<file path="config.mk">
export PLATFORM = sky130hd
export DESIGN_NAME = cssc_ctrl
export DESIGN_NICKNAME = d
export VERILOG_FILES = /design/src/core/cssc_pkg.sv /design/src/core/cssc_ctrl.sv
export SDC_FILE = /design/constraint.sdc
export NUM_CORES = 1
export LEC_CHECK = 0
export BUFFER_PORTS_ARGS = -buffer_cell sky130_fd_sc_hd__buf_2
export CORE_AREA = 2 2 70 55
export CTS_BUF_LIST = sky130_fd_sc_hd__clkbuf_4
export CTS_CLUSTER_DIAMETER = 200
export DETAILED_ROUTE_END_ITERATION = 8
export DIE_AREA = 0 0 72 57
export HOLD_SLACK_MARGIN = 0.08
export PLACE_DENSITY = 0.75
export RECOVER_POWER = 50
export REMOVE_ABC_BUFFERS = 1
export SYNTH_ARGS = -nofsm -noshare
export SYNTH_HDL_FRONTEND = slang
export SYNTH_SLANG_ARGS = --single-unit
export TNS_END_PERCENT = 10
</file>
<file path="constraint.sdc">
create_clock -name clk -period 0.9 [get_ports clk]
set_input_delay 0.135 -clock clk [delete_from_list [all_inputs] [get_ports clk]]
set_output_delay 0.135 -clock clk [all_outputs]
set_load 0.005 [all_outputs]
</file>
<file path="src/core/cssc_pkg.sv">
// Constants for the clock select and shutdown controller
`default_nettype none
package cssc_pkg;
  // Register port geometry
  localparam int unsigned ADDR_W      = 16;
  localparam int unsigned DATA_W      = 32;
  // Enable and clock configuration register
  localparam logic [15:0] CFG_ADDR    = 16'h0521;
  localparam logic [31:0] CFG_RESET   = 32'h0000_0000; // Hardware shutdown mode, device and derived clocks off, oscillator running
  localparam logic [31:0] CFG_WMASK   = 32'h0000_5f07; // Implemented bits
  // Field positions
  localparam int unsigned ENABLE_BIT  = 0;
  localparam int unsigned FORCE_BIT   = 1;
  localparam int unsigned PULSE_BIT   = 2;
  localparam int unsigned RATE_LSB    = 8;
  localparam int unsigned RATE_W      = 3;
  localparam int unsigned SRC_BIT     = 11;
  localparam int unsigned OSC_SEL_BIT = 12;
  localparam int unsigned OSC_STP_BIT = 14;
  // Number of derived clock consumers: converter, mixer, processor, serial port, modulator
  localparam int unsigned NUM_CLKS    = 5;
  // Rate codes for the five supported source frequencies
  localparam logic [2:0]  RATE_1536K  = 3'h0;
  localparam logic [2:0]  RATE_3072K  = 3'h1;
  localparam logic [2:0]  RATE_6114K  = 3'h2;
  localparam logic [2:0]  RATE_12288K = 3'h3;
  localparam logic [2:0]  RATE_24576K = 3'h4;
  // Source select encodings
  localparam logic        SRC_MCLK    = 1'b0;
  localparam logic        SRC_SCLK    = 1'b1;
  // Shutdown pin synchroniser depth
  localparam int unsigned SYNC_STAGES = 2;
endpackage : cssc_pkg
`default_nettype wire
</file>
<file path="src/core/cssc_ctrl.sv">
// Clock source selection and hardware/software shutdown control
// Function
// The system must always supply an external clock; the device needs it.
// Converter, mixer, processor, serial port and modulator clocks come from the selected clock.
// Bit 11 of the configuration register picks master clock at 0, bit clock at 1.
// Bits 10:8 declare the source rate; five frequencies are supported.
// With both clocks present the host should select the slower one.
// After power-up the device runs in hardware shutdown mode.
// Mode bit 1 at 0 takes enable state from the shutdown pin.
// Level option: pin high enables, pin low disables, needs a stable level.
// Pulse option bit 2 set: each pin rising edge toggles enabled state.
// Mode bit 1 at 1 selects software mode; pin no longer controls state.
// In software mode enable bit 0 disables at 0 and enables at 1.
// Configuration contents are kept while disabled, in either mode.
// Bits 12 and 14 both set stop the power-management oscillator.
// Pin is synchronised and edges found from consecutive samples, one change per press.
`default_nettype none
module cssc_ctrl (
  // Clock and reset
  input  wire logic                          clk,
  input  wire logic                          rst,
  // Register port from the control interface
  input  wire logic [cssc_pkg::ADDR_W-1:0]   reg_addr,
  input  wire logic                          reg_wr_en,
  input  wire logic [cssc_pkg::DATA_W-1:0]   reg_wr_data,
  input  wire logic                          reg_rd_en,
  output logic      [cssc_pkg::DATA_W-1:0]   reg_rd_data,
  output logic                               reg_rd_valid,
  // Shutdown pin, asynchronous to clk
  input  wire logic                          shutdown_pin,
  // Clock routing to the datapath
  output logic                               clk_src_sel,
  output logic      [cssc_pkg::RATE_W-1:0]   clk_rate_code,
  output logic                               clk_rate_ok,
  output logic      [cssc_pkg::NUM_CLKS-1:0] derived_clk_en,
  // Power state
  output logic                               dev_enabled,
  output logic                               pm_osc_run
);
  import cssc_pkg::*;

  logic [DATA_W-1:0]      cfg_reg;
  logic [SYNC_STAGES-1:0] pin_sync_reg;
  logic                   pin_prev_reg;
  logic                   pin_rise;
  logic                   dev_en_reg;
  logic                   dev_en_next;
  logic                   cfg_sel;
  logic                   hw_mode;

  // Decode of the one mapped register address
  function automatic logic is_cfg(input logic [ADDR_W-1:0] a);
    is_cfg = (a == CFG_ADDR);
  endfunction : is_cfg

  // Check a rate code against the supported set
  function automatic logic rate_supported(input logic [RATE_W-1:0] r);
    rate_supported = (r == RATE_1536K) || (r == RATE_3072K) || (r == RATE_6114K) ||
                     (r == RATE_12288K) || (r == RATE_24576K);
  endfunction : rate_supported

  assign cfg_sel = is_cfg(reg_addr);
  assign hw_mode = !cfg_reg[FORCE_BIT];

  // Configuration register; disabling never touches it, only writes and reset do
  always_ff @(posedge clk or posedge rst) begin
    if (rst) begin
      cfg_reg <= CFG_RESET;
    end else if (reg_wr_en && cfg_sel) begin
      cfg_reg <= reg_wr_data & CFG_WMASK;
    end
  end

  // Registered read data; unmapped addresses read as zero
  always_ff @(posedge clk or posedge rst) begin
    if (rst) begin
      reg_rd_data  <= '0;
      reg_rd_valid <= 1'b0;
    end else begin
      reg_rd_valid <= reg_rd_en;
      if (reg_rd_en) begin
        reg_rd_data <= cfg_sel ? cfg_reg : '0;
      end
    end
  end

  // Two-stage synchroniser on the pin; only the last stage is looked at
  always_ff @(posedge clk or posedge rst) begin
    if (rst) begin
      pin_sync_reg <= '0;
    end else begin
      pin_sync_reg <= {pin_sync_reg[SYNC_STAGES-2:0], shutdown_pin};
    end
  end

  // Previous synchronised sample, so one press yields one edge
  always_ff @(posedge clk or posedge rst) begin
    if (rst) begin
      pin_prev_reg <= 1'b0;
    end else begin
      pin_prev_reg <= pin_sync_reg[SYNC_STAGES-1];
    end
  end

  assign pin_rise = pin_sync_reg[SYNC_STAGES-1] && !pin_prev_reg;

  // Enable state selection; pulse mode toggles from the present state,
  // so switching into pulse mode never causes a spurious jump
  always_comb begin
    if (!hw_mode) begin
      dev_en_next = cfg_reg[ENABLE_BIT];
    end else if (cfg_reg[PULSE_BIT]) begin
      dev_en_next = dev_en_reg ^ pin_rise;
    end else begin
      dev_en_next = pin_sync_reg[SYNC_STAGES-1];
    end
  end

  // Device enable state, disabled out of reset
  always_ff @(posedge clk or posedge rst) begin
    if (rst) begin
      dev_en_reg <= 1'b0;
    end else begin
      dev_en_reg <= dev_en_next;
    end
  end

  assign dev_enabled = dev_en_reg;

  // Clock routing; an unsupported rate code keeps all derived clocks off
  // rather than running the datapath at a wrong ratio
  assign clk_src_sel    = cfg_reg[SRC_BIT];
  assign clk_rate_code  = cfg_reg[RATE_LSB +: RATE_W];
  assign clk_rate_ok    = rate_supported(clk_rate_code);
  assign derived_clk_en = {NUM_CLKS{dev_en_reg && clk_rate_ok}};

  // Oscillator stops only with both bits set, guarding against a stray single write
  assign pm_osc_run = !(cfg_reg[OSC_SEL_BIT] && cfg_reg[OSC_STP_BIT]);

  // Checks
  a_src_select: assert property (@(posedge clk) disable iff (rst)
    reg_wr_en && cfg_sel |=> clk_src_sel == $past(reg_wr_data[SRC_BIT]))
    else $error("clock source select does not follow written bit");
  a_rate_gate: assert property (@(posedge clk) disable iff (rst)
    !clk_rate_ok |-> derived_clk_en == '0)
    else $error("derived clocks run with unsupported rate");
  a_derived_clk: assert property (@(posedge clk) disable iff (rst)
    $rose(dev_enabled) && clk_rate_ok |-> &derived_clk_en)
    else $error("derived clocks not enabled with device");
  a_reset_hw_mode: assert property (@(posedge clk)
    $past(rst) && !rst |-> !cfg_reg[FORCE_BIT] && !dev_enabled)
    else $error("not in hardware mode after reset");
  a_level_follow: assert property (@(posedge clk) disable iff (rst)
    hw_mode && !cfg_reg[PULSE_BIT] && !reg_wr_en && $rose(pin_sync_reg[SYNC_STAGES-1])
    |=> dev_enabled)
    else $error("level mode did not enable on high pin");
  a_level_off: assert property (@(posedge clk) disable iff (rst)
    hw_mode && !cfg_reg[PULSE_BIT] && !pin_sync_reg[SYNC_STAGES-1] |=> !dev_enabled)
    else $error("level mode enabled with low pin");
  a_pulse_toggle: assert property (@(posedge clk) disable iff (rst)
    hw_mode && cfg_reg[PULSE_BIT] && pin_rise |=> dev_enabled != $past(dev_enabled))
    else $error("rising edge did not toggle state");
  a_pulse_hold: assert property (@(posedge clk) disable iff (rst)
    hw_mode && cfg_reg[PULSE_BIT] && !pin_rise |=> $stable(dev_enabled))
    else $error("pulse mode changed state without an edge");
  a_sw_ignore_pin: assert property (@(posedge clk) disable iff (rst)
    !hw_mode |=> dev_enabled == $past(cfg_reg[ENABLE_BIT]))
    else $error("software mode state not taken from enable bit");
  a_sw_enable: assert property (@(posedge clk) disable iff (rst)
    reg_wr_en && cfg_sel && reg_wr_data[FORCE_BIT] && reg_wr_data[ENABLE_BIT]
    ##1 !reg_wr_en |-> ##1 dev_enabled)
    else $error("software enable did not enable device in two cycles");
  a_cfg_retained: assert property (@(posedge clk) disable iff (rst)
    !dev_enabled && !reg_wr_en |=> $stable(cfg_reg))
    else $error("configuration changed while disabled");
  a_osc_stop: assert property (@(posedge clk) disable iff (rst)
    reg_wr_en && cfg_sel && reg_wr_data[OSC_SEL_BIT] && reg_wr_data[OSC_STP_BIT]
    |=> !pm_osc_run)
    else $error("oscillator still running after stop write");
  a_edge_once: assert property (@(posedge clk) disable iff (rst)
    pin_rise |=> !pin_rise)
    else $error("one edge detected twice");

  // Register port timing: valid one cycle after the strobe, data held between reads
  a_rd_valid_lag: assert property (@(posedge clk) disable iff (rst)
    reg_rd_en |=> reg_rd_valid)
    else $error("read valid missing one cycle after strobe");
  a_rd_valid_drop: assert property (@(posedge clk) disable iff (rst)
    !reg_rd_en |=> !reg_rd_valid)
    else $error("read valid high without a strobe");
  a_rd_data_cfg: assert property (@(posedge clk) disable iff (rst)
    reg_rd_en && cfg_sel |=> reg_rd_data == $past(cfg_reg))
    else $error("read data differs from configuration");
  a_rd_data_unmapped: assert property (@(posedge clk) disable iff (rst)
    reg_rd_en && !cfg_sel |=> reg_rd_data == '0)
    else $error("unmapped read returned nonzero data");
  a_rd_data_hold: assert property (@(posedge clk) disable iff (rst)
    !reg_rd_en |=> $stable(reg_rd_data))
    else $error("read data changed without a read");

  // Writes land only at the mapped address, masked to the implemented bits
  a_wr_unmapped: assert property (@(posedge clk) disable iff (rst)
    reg_wr_en && !cfg_sel |=> $stable(cfg_reg))
    else $error("unmapped write changed configuration");
  a_wr_lands: assert property (@(posedge clk) disable iff (rst)
    reg_wr_en && cfg_sel |=> cfg_reg == ($past(reg_wr_data) & CFG_WMASK))
    else $error("write did not land in configuration");
  a_no_write_hold: assert property (@(posedge clk) disable iff (rst)
    !reg_wr_en |=> $stable(cfg_reg))
    else $error("configuration changed without a write");
  a_retain_disable: assert property (@(posedge clk) disable iff (rst)
    $fell(dev_enabled) && !$past(reg_wr_en) |-> $stable(cfg_reg))
    else $error("disabling the device altered configuration");

  // Clock source and rate follow the register and nothing else
  a_src_mclk: assert property (@(posedge clk) disable iff (rst)
    reg_wr_en && cfg_sel && !reg_wr_data[SRC_BIT] |=> clk_src_sel == SRC_MCLK)
    else $error("master clock not selected after write");
  a_src_sclk: assert property (@(posedge clk) disable iff (rst)
    reg_wr_en && cfg_sel && reg_wr_data[SRC_BIT] |=> clk_src_sel == SRC_SCLK)
    else $error("bit clock not selected after write");
  a_src_stable: assert property (@(posedge clk) disable iff (rst)
    !reg_wr_en |=> $stable(clk_src_sel))
    else $error("clock source changed without a write");
  a_rate_follow: assert property (@(posedge clk) disable iff (rst)
    reg_wr_en && cfg_sel |=> clk_rate_code == $past(reg_wr_data[RATE_LSB +: RATE_W]))
    else $error("rate code does not follow written field");
  a_rate_stable: assert property (@(posedge clk) disable iff (rst)
    !reg_wr_en |=> $stable(clk_rate_code))
    else $error("rate code changed without a write");
  a_rate_valid: assert property (@(posedge clk) disable iff (rst)
    (clk_rate_code <= RATE_24576K) |-> clk_rate_ok)
    else $error("supported rate code flagged as bad");
  a_rate_invalid: assert property (@(posedge clk) disable iff (rst)
    (clk_rate_code > RATE_24576K) |-> !clk_rate_ok)
    else $error("unsupported rate code flagged as good");

  // Derived clocks run only while the device is enabled
  a_clk_off_disabled: assert property (@(posedge clk) disable iff (rst)
    !dev_enabled |-> derived_clk_en == '0)
    else $error("derived clocks run while disabled");
  a_clk_on: assert property (@(posedge clk) disable iff (rst)
    dev_enabled && clk_rate_ok |-> &derived_clk_en)
    else $error("derived clock missing while enabled");

  // Oscillator keeps running unless both stop bits are set
  a_osc_run_sel: assert property (@(posedge clk) disable iff (rst)
    !cfg_reg[OSC_SEL_BIT] |-> pm_osc_run)
    else $error("oscillator stopped without select bit");
  a_osc_run_stp: assert property (@(posedge clk) disable iff (rst)
    !cfg_reg[OSC_STP_BIT] |-> pm_osc_run)
    else $error("oscillator stopped without stop bit");
  a_osc_both: assert property (@(posedge clk) disable iff (rst)
    cfg_reg[OSC_SEL_BIT] && cfg_reg[OSC_STP_BIT] |-> !pm_osc_run)
    else $error("oscillator runs with both stop bits set");
  a_osc_stable: assert property (@(posedge clk) disable iff (rst)
    !reg_wr_en |=> $stable(pm_osc_run))
    else $error("oscillator state changed without a write");

  // Shutdown state per mode
  a_level_on_hold: assert property (@(posedge clk) disable iff (rst)
    hw_mode && !cfg_reg[PULSE_BIT] && pin_sync_reg[SYNC_STAGES-1] |=> dev_enabled)
    else $error("level mode disabled with high pin");
  a_hw_pin_source: assert property (@(posedge clk) disable iff (rst)
    hw_mode && !cfg_reg[PULSE_BIT] |=> dev_enabled == $past(pin_sync_reg[SYNC_STAGES-1]))
    else $error("hardware level mode state not taken from pin");
  a_pulse_held_high: assert property (@(posedge clk) disable iff (rst)
    hw_mode && cfg_reg[PULSE_BIT] && pin_sync_reg[SYNC_STAGES-1] && pin_prev_reg
    |=> $stable(dev_enabled))
    else $error("held high pin toggled state");
  a_sw_pin_blind: assert property (@(posedge clk) disable iff (rst)
    !hw_mode && $stable(cfg_reg) |=> $stable(dev_enabled))
    else $error("software mode state moved without a write");
  a_sw_disable: assert property (@(posedge clk) disable iff (rst)
    reg_wr_en && cfg_sel && reg_wr_data[FORCE_BIT] && !reg_wr_data[ENABLE_BIT]
    ##1 !reg_wr_en |-> ##1 !dev_enabled)
    else $error("software disable did not disable device in two cycles");

  // Synchroniser and edge detector stage by stage
  a_sync_lag: assert property (@(posedge clk) disable iff (rst)
    pin_sync_reg[SYNC_STAGES-1] == $past(pin_sync_reg[0]))
    else $error("synchroniser stage skipped");
  a_prev_lag: assert property (@(posedge clk) disable iff (rst)
    pin_prev_reg == $past(pin_sync_reg[SYNC_STAGES-1]))
    else $error("previous sample not one cycle behind");
  a_edge_seen: assert property (@(posedge clk) disable iff (rst)
    $rose(pin_sync_reg[SYNC_STAGES-1]) |-> pin_rise)
    else $error("synchronised rise not detected");

  // State right after reset release
  a_reset_clk_off: assert property (@(posedge clk)
    $past(rst) && !rst |-> derived_clk_en == '0 && pm_osc_run)
    else $error("clocks or oscillator wrong after reset");
  a_reset_rd_idle: assert property (@(posedge clk)
    $past(rst) && !rst |-> !reg_rd_valid && reg_rd_data == '0)
    else $error("read port not idle after reset");
  a_reset_src: assert property (@(posedge clk)
    $past(rst) && !rst |-> clk_src_sel == SRC_MCLK && clk_rate_code == RATE_1536K)
    else $error("clock selection not at default after reset");

  c_pulse_toggle: cover property (@(posedge clk) disable iff (rst)
    hw_mode && cfg_reg[PULSE_BIT] && pin_rise ##1 dev_enabled);
  c_level_enable: cover property (@(posedge clk) disable iff (rst)
    hw_mode && !cfg_reg[PULSE_BIT] && $rose(dev_enabled));
  c_sw_enable: cover property (@(posedge clk) disable iff (rst)
    !hw_mode && $rose(dev_enabled));
  c_osc_stop: cover property (@(posedge clk) disable iff (rst)
    !dev_enabled && !pm_osc_run);
  c_rate_invalid: cover property (@(posedge clk) disable iff (rst)
    hw_mode && !clk_rate_ok);
endmodule : cssc_ctrl
`default_nettype wire

</file>
==> results.yml <==
worst_setup_path:
  arrival_ns: 1.15
  reg2reg_depth: 4
  critPathMaxStageDelay_ns: 0.41
  crit_required_ns: 0.76
  crit_path_top_delay_cell: "dfrtp_1"
  worst_setup_path_start_kind: "flip-flop"
  critPathMaxFanout: 5
  path_class: "reg2out"
  path_cells: "o21ai_2 -> and2_4 -> buf_2"
  cp-end-kind: "primary output"
floorplan:
  dieWidth_um: 72
  num_rows: 19
  fp.dieH_um: 57
  core_area_um2: 3490
  start_util_pct: 32.9
  pin_count: 98
  die_area_um2: 4100
pwr:
  ir_drop_mv: 0.648
  p_per_area_nw_per_um2: 1120
  p_leak_uw: 0.000859
logic_synthesis:
  avgSynthCellArea_um2: 12.8
  yosys_warnings: 0
  synthArstFlopShare_pct: 100
  synth_top_family_by_area: "buffers and inverters"
  synth_cell_types: 21
  synth_compound_area_share_pct: 9.04
  synth-xor-area-share_pct: 0
  synth_flop_cell: "dfrtp_1"
  yosysTopAreaCell: "dfrtp_1"
  synth-simple-area-share_pct: 9.26
  synth_edf_count: 0
  synth_area_leaders: "dfrtp_1, buf_4, a22o_1, mux2_2, mux2_4"
  synth_fa_ha_area_share_pct: 0
  yosysTopAreaCellShare_pct: 50.1
  synth_common_cells: "buf_4, dfrtp_1, a22o_1, mux2_2"
  synth_cells: 90
  synth_mux_area_share_pct: 10.3
  synth.most_common_cell: "buf_4"
  synth-seq-cells: 23
  ys_seq_area_share_pct: 50.1
  syn_area_um2: 1150
clocking:
  h-tree-depth: 1
  cts-root-buf: "clkbuf_4"
  cts_tree: "built"
  cts_made_buffers: 3
  cts_setup_buffers: 0
  cts_buffer_depth: 2
  cts.clk_slew.worst_paths_ns: 0.11
  worst_skew_pair.late_latency_ns: 0.30
  clock_sinks: 23
routing:
  vias: 822
  drc: 0
  first_pass_iters: 4
  wl_per_cell_um: 10.7
  avgViaCountPerCell: 4.15
  route.final.wire_length_um: 2130
  antenna_left: 0
  drt-initial-drc-count: 22
global_route:
  grt_max_degree: 24
  grt_remaining_overflow: 0
  track_usage_pct: 11.1
  grt_first_pass_wirelength_um: 3530
  antenna_found_initial: 0
  grt_pass1_vias: 804
timing:
  worst_slack_ns: -0.381
  setup_viol: 41
  finClkSkew_ns: 0.00320
  drv_slew: 0
  min_period_ns: 1.28
  fin_crit_sh_pct: 142
  tns_ns: -5.47
  report.final.hold_viol_count: 0
  fmaxAchievable_ghz: 0.781
  rsz0062_at_grt: "yes"
  timing.hold.ws_ns: 0.245
placement:
  dp_hpwl_um: 1620
  port_buffers: 51
  gp_congestion: 0.717
  placed_cell_area_um2: 1370
  dp_cells: 182
final_layout:
  layout.nets: 210
  final_cell_count_no_fill: 198
  syn2layout_area_growth_pct: 35.4
  final_cell_area_um2: 1560
  diodes: 0
  drive_gt1_share_pct: 50.0
run_status:
  status: "finished with violations"
  violations: "negative setup slack"
min_path:
  hold_path_depth: 4
  hp-class: "in2reg"
job:
  max_cap_viol_count: 0
-- cells by family (layout without fill, tap and decap cells) --
| family | after synthesis | in the layout |
|---|---|---|
| DFF | 23 | 23 |
| buffers and inverters | 33 | 77 |
| other | 1 | 23 |
| muxes | 10 | 10 |
| AOI/OAI and AO/OA | 13 | 13 |
| and+or+nand+nor | 10 | 10 |
-- per-layer routing --
metal | share of wire, % | wire length [um] | GRT usage (%)
met3 | 5.6 | 120 | 2.83
met4 | 0.99 | 21 | 3.23
met1 | 42 | 897 | 12.9
met2 | 51 | 1090 | 20.2
met5 | 0 | 0 | 0
-- worst paths after layout --
| path | slack (ns) | endpoint | from |
|---|---|---|---|
| max in group asynchronous | 0.10 | pin_sync_reg[1]$_DFF_PP0_ | rst |
| min in group asynchronous | 0.47 | reg_rd_data[8]$_DFFE_PP0P_ | rst |
| worst min register to register | 0.36 | pin_sync_reg[1]$_DFF_PP0_ | pin_sync_reg[0]$_DFF_PP0_ |
| worst max-delay path | -0.38 | derived_clk_en[3] | cfg_reg[9]$_DFFE_PP0P_ |
| worst min-delay path | 0.24 | reg_rd_data[0]$_DFFE_PP0P_ | reg_rd_en |
| worst max register to register | -0.06 | dev_enabled$_DFF_PP0_ | dev_enabled$_DFF_PP0_ |
-- what timing repair did --
item | CTS | global route
hold endpoints to repair | 34 | 0
hold buffers | 12 | 0
pin swaps | 4 | 0
resized for setup | 10 | 0
setup endpoints to repair | 41 | 41
-- layout make-up --
class | count | area [um2]
clock buffers | 4 | 30.0
fillers | 344 | 1940
inverters | 2 | 7.51
multi-input cells | 56 | 422
flip-flops and latches | 23 | 576
well taps | 42 | 52.6
repair buffers | 71 | 468
-- stage by stage --
stage               util (%)  worst slack [ns]  power, uW
floorplan                  -            -0.263       1130
detailed placement      39.1            -0.461       1240
CTS                     44.6            -0.410       1780
global placement        39.1            -0.462       1240
finish                  44.5            -0.381       1750
global route            44.5            -0.481       1860
-- power breakdown --
| part | total, uW | leakage (uW) | switching [uW] | internal [uW] |
|---|---|---|---|---|
| clock | 480 | 0.0000184 | 277 | 203 |
| sequential | 1050 | 0.000310 | 6.52 | 1040 |
| combinational | 217 | 0.000530 | 96.9 | 120 |
-- critical path: cells and delay by family (launching register included) --
kind	cells	cell delay [ns]
simple gates	1	0.17
buf+inv	1	0.10
flops	1	0.41
compound gates	1	0.17
-- cells in the final DEF, fill, tap and decap left out, types with 2 or more instances in the layout --
cell type	synthesis	final
nor4b_2	2	2
mux2_2	7	7
mux2_4	2	2
clkbuf_4	0	4
dlygate4sd3_1	0	12
buf_2	0	47
dfrtp_1	23	23
nand2_1	2	2
conb_1	1	23
buf_4	31	4
buf_6	0	7
a22o_1	9	9
No activity file was read; power rests on OpenSTA's default activity.
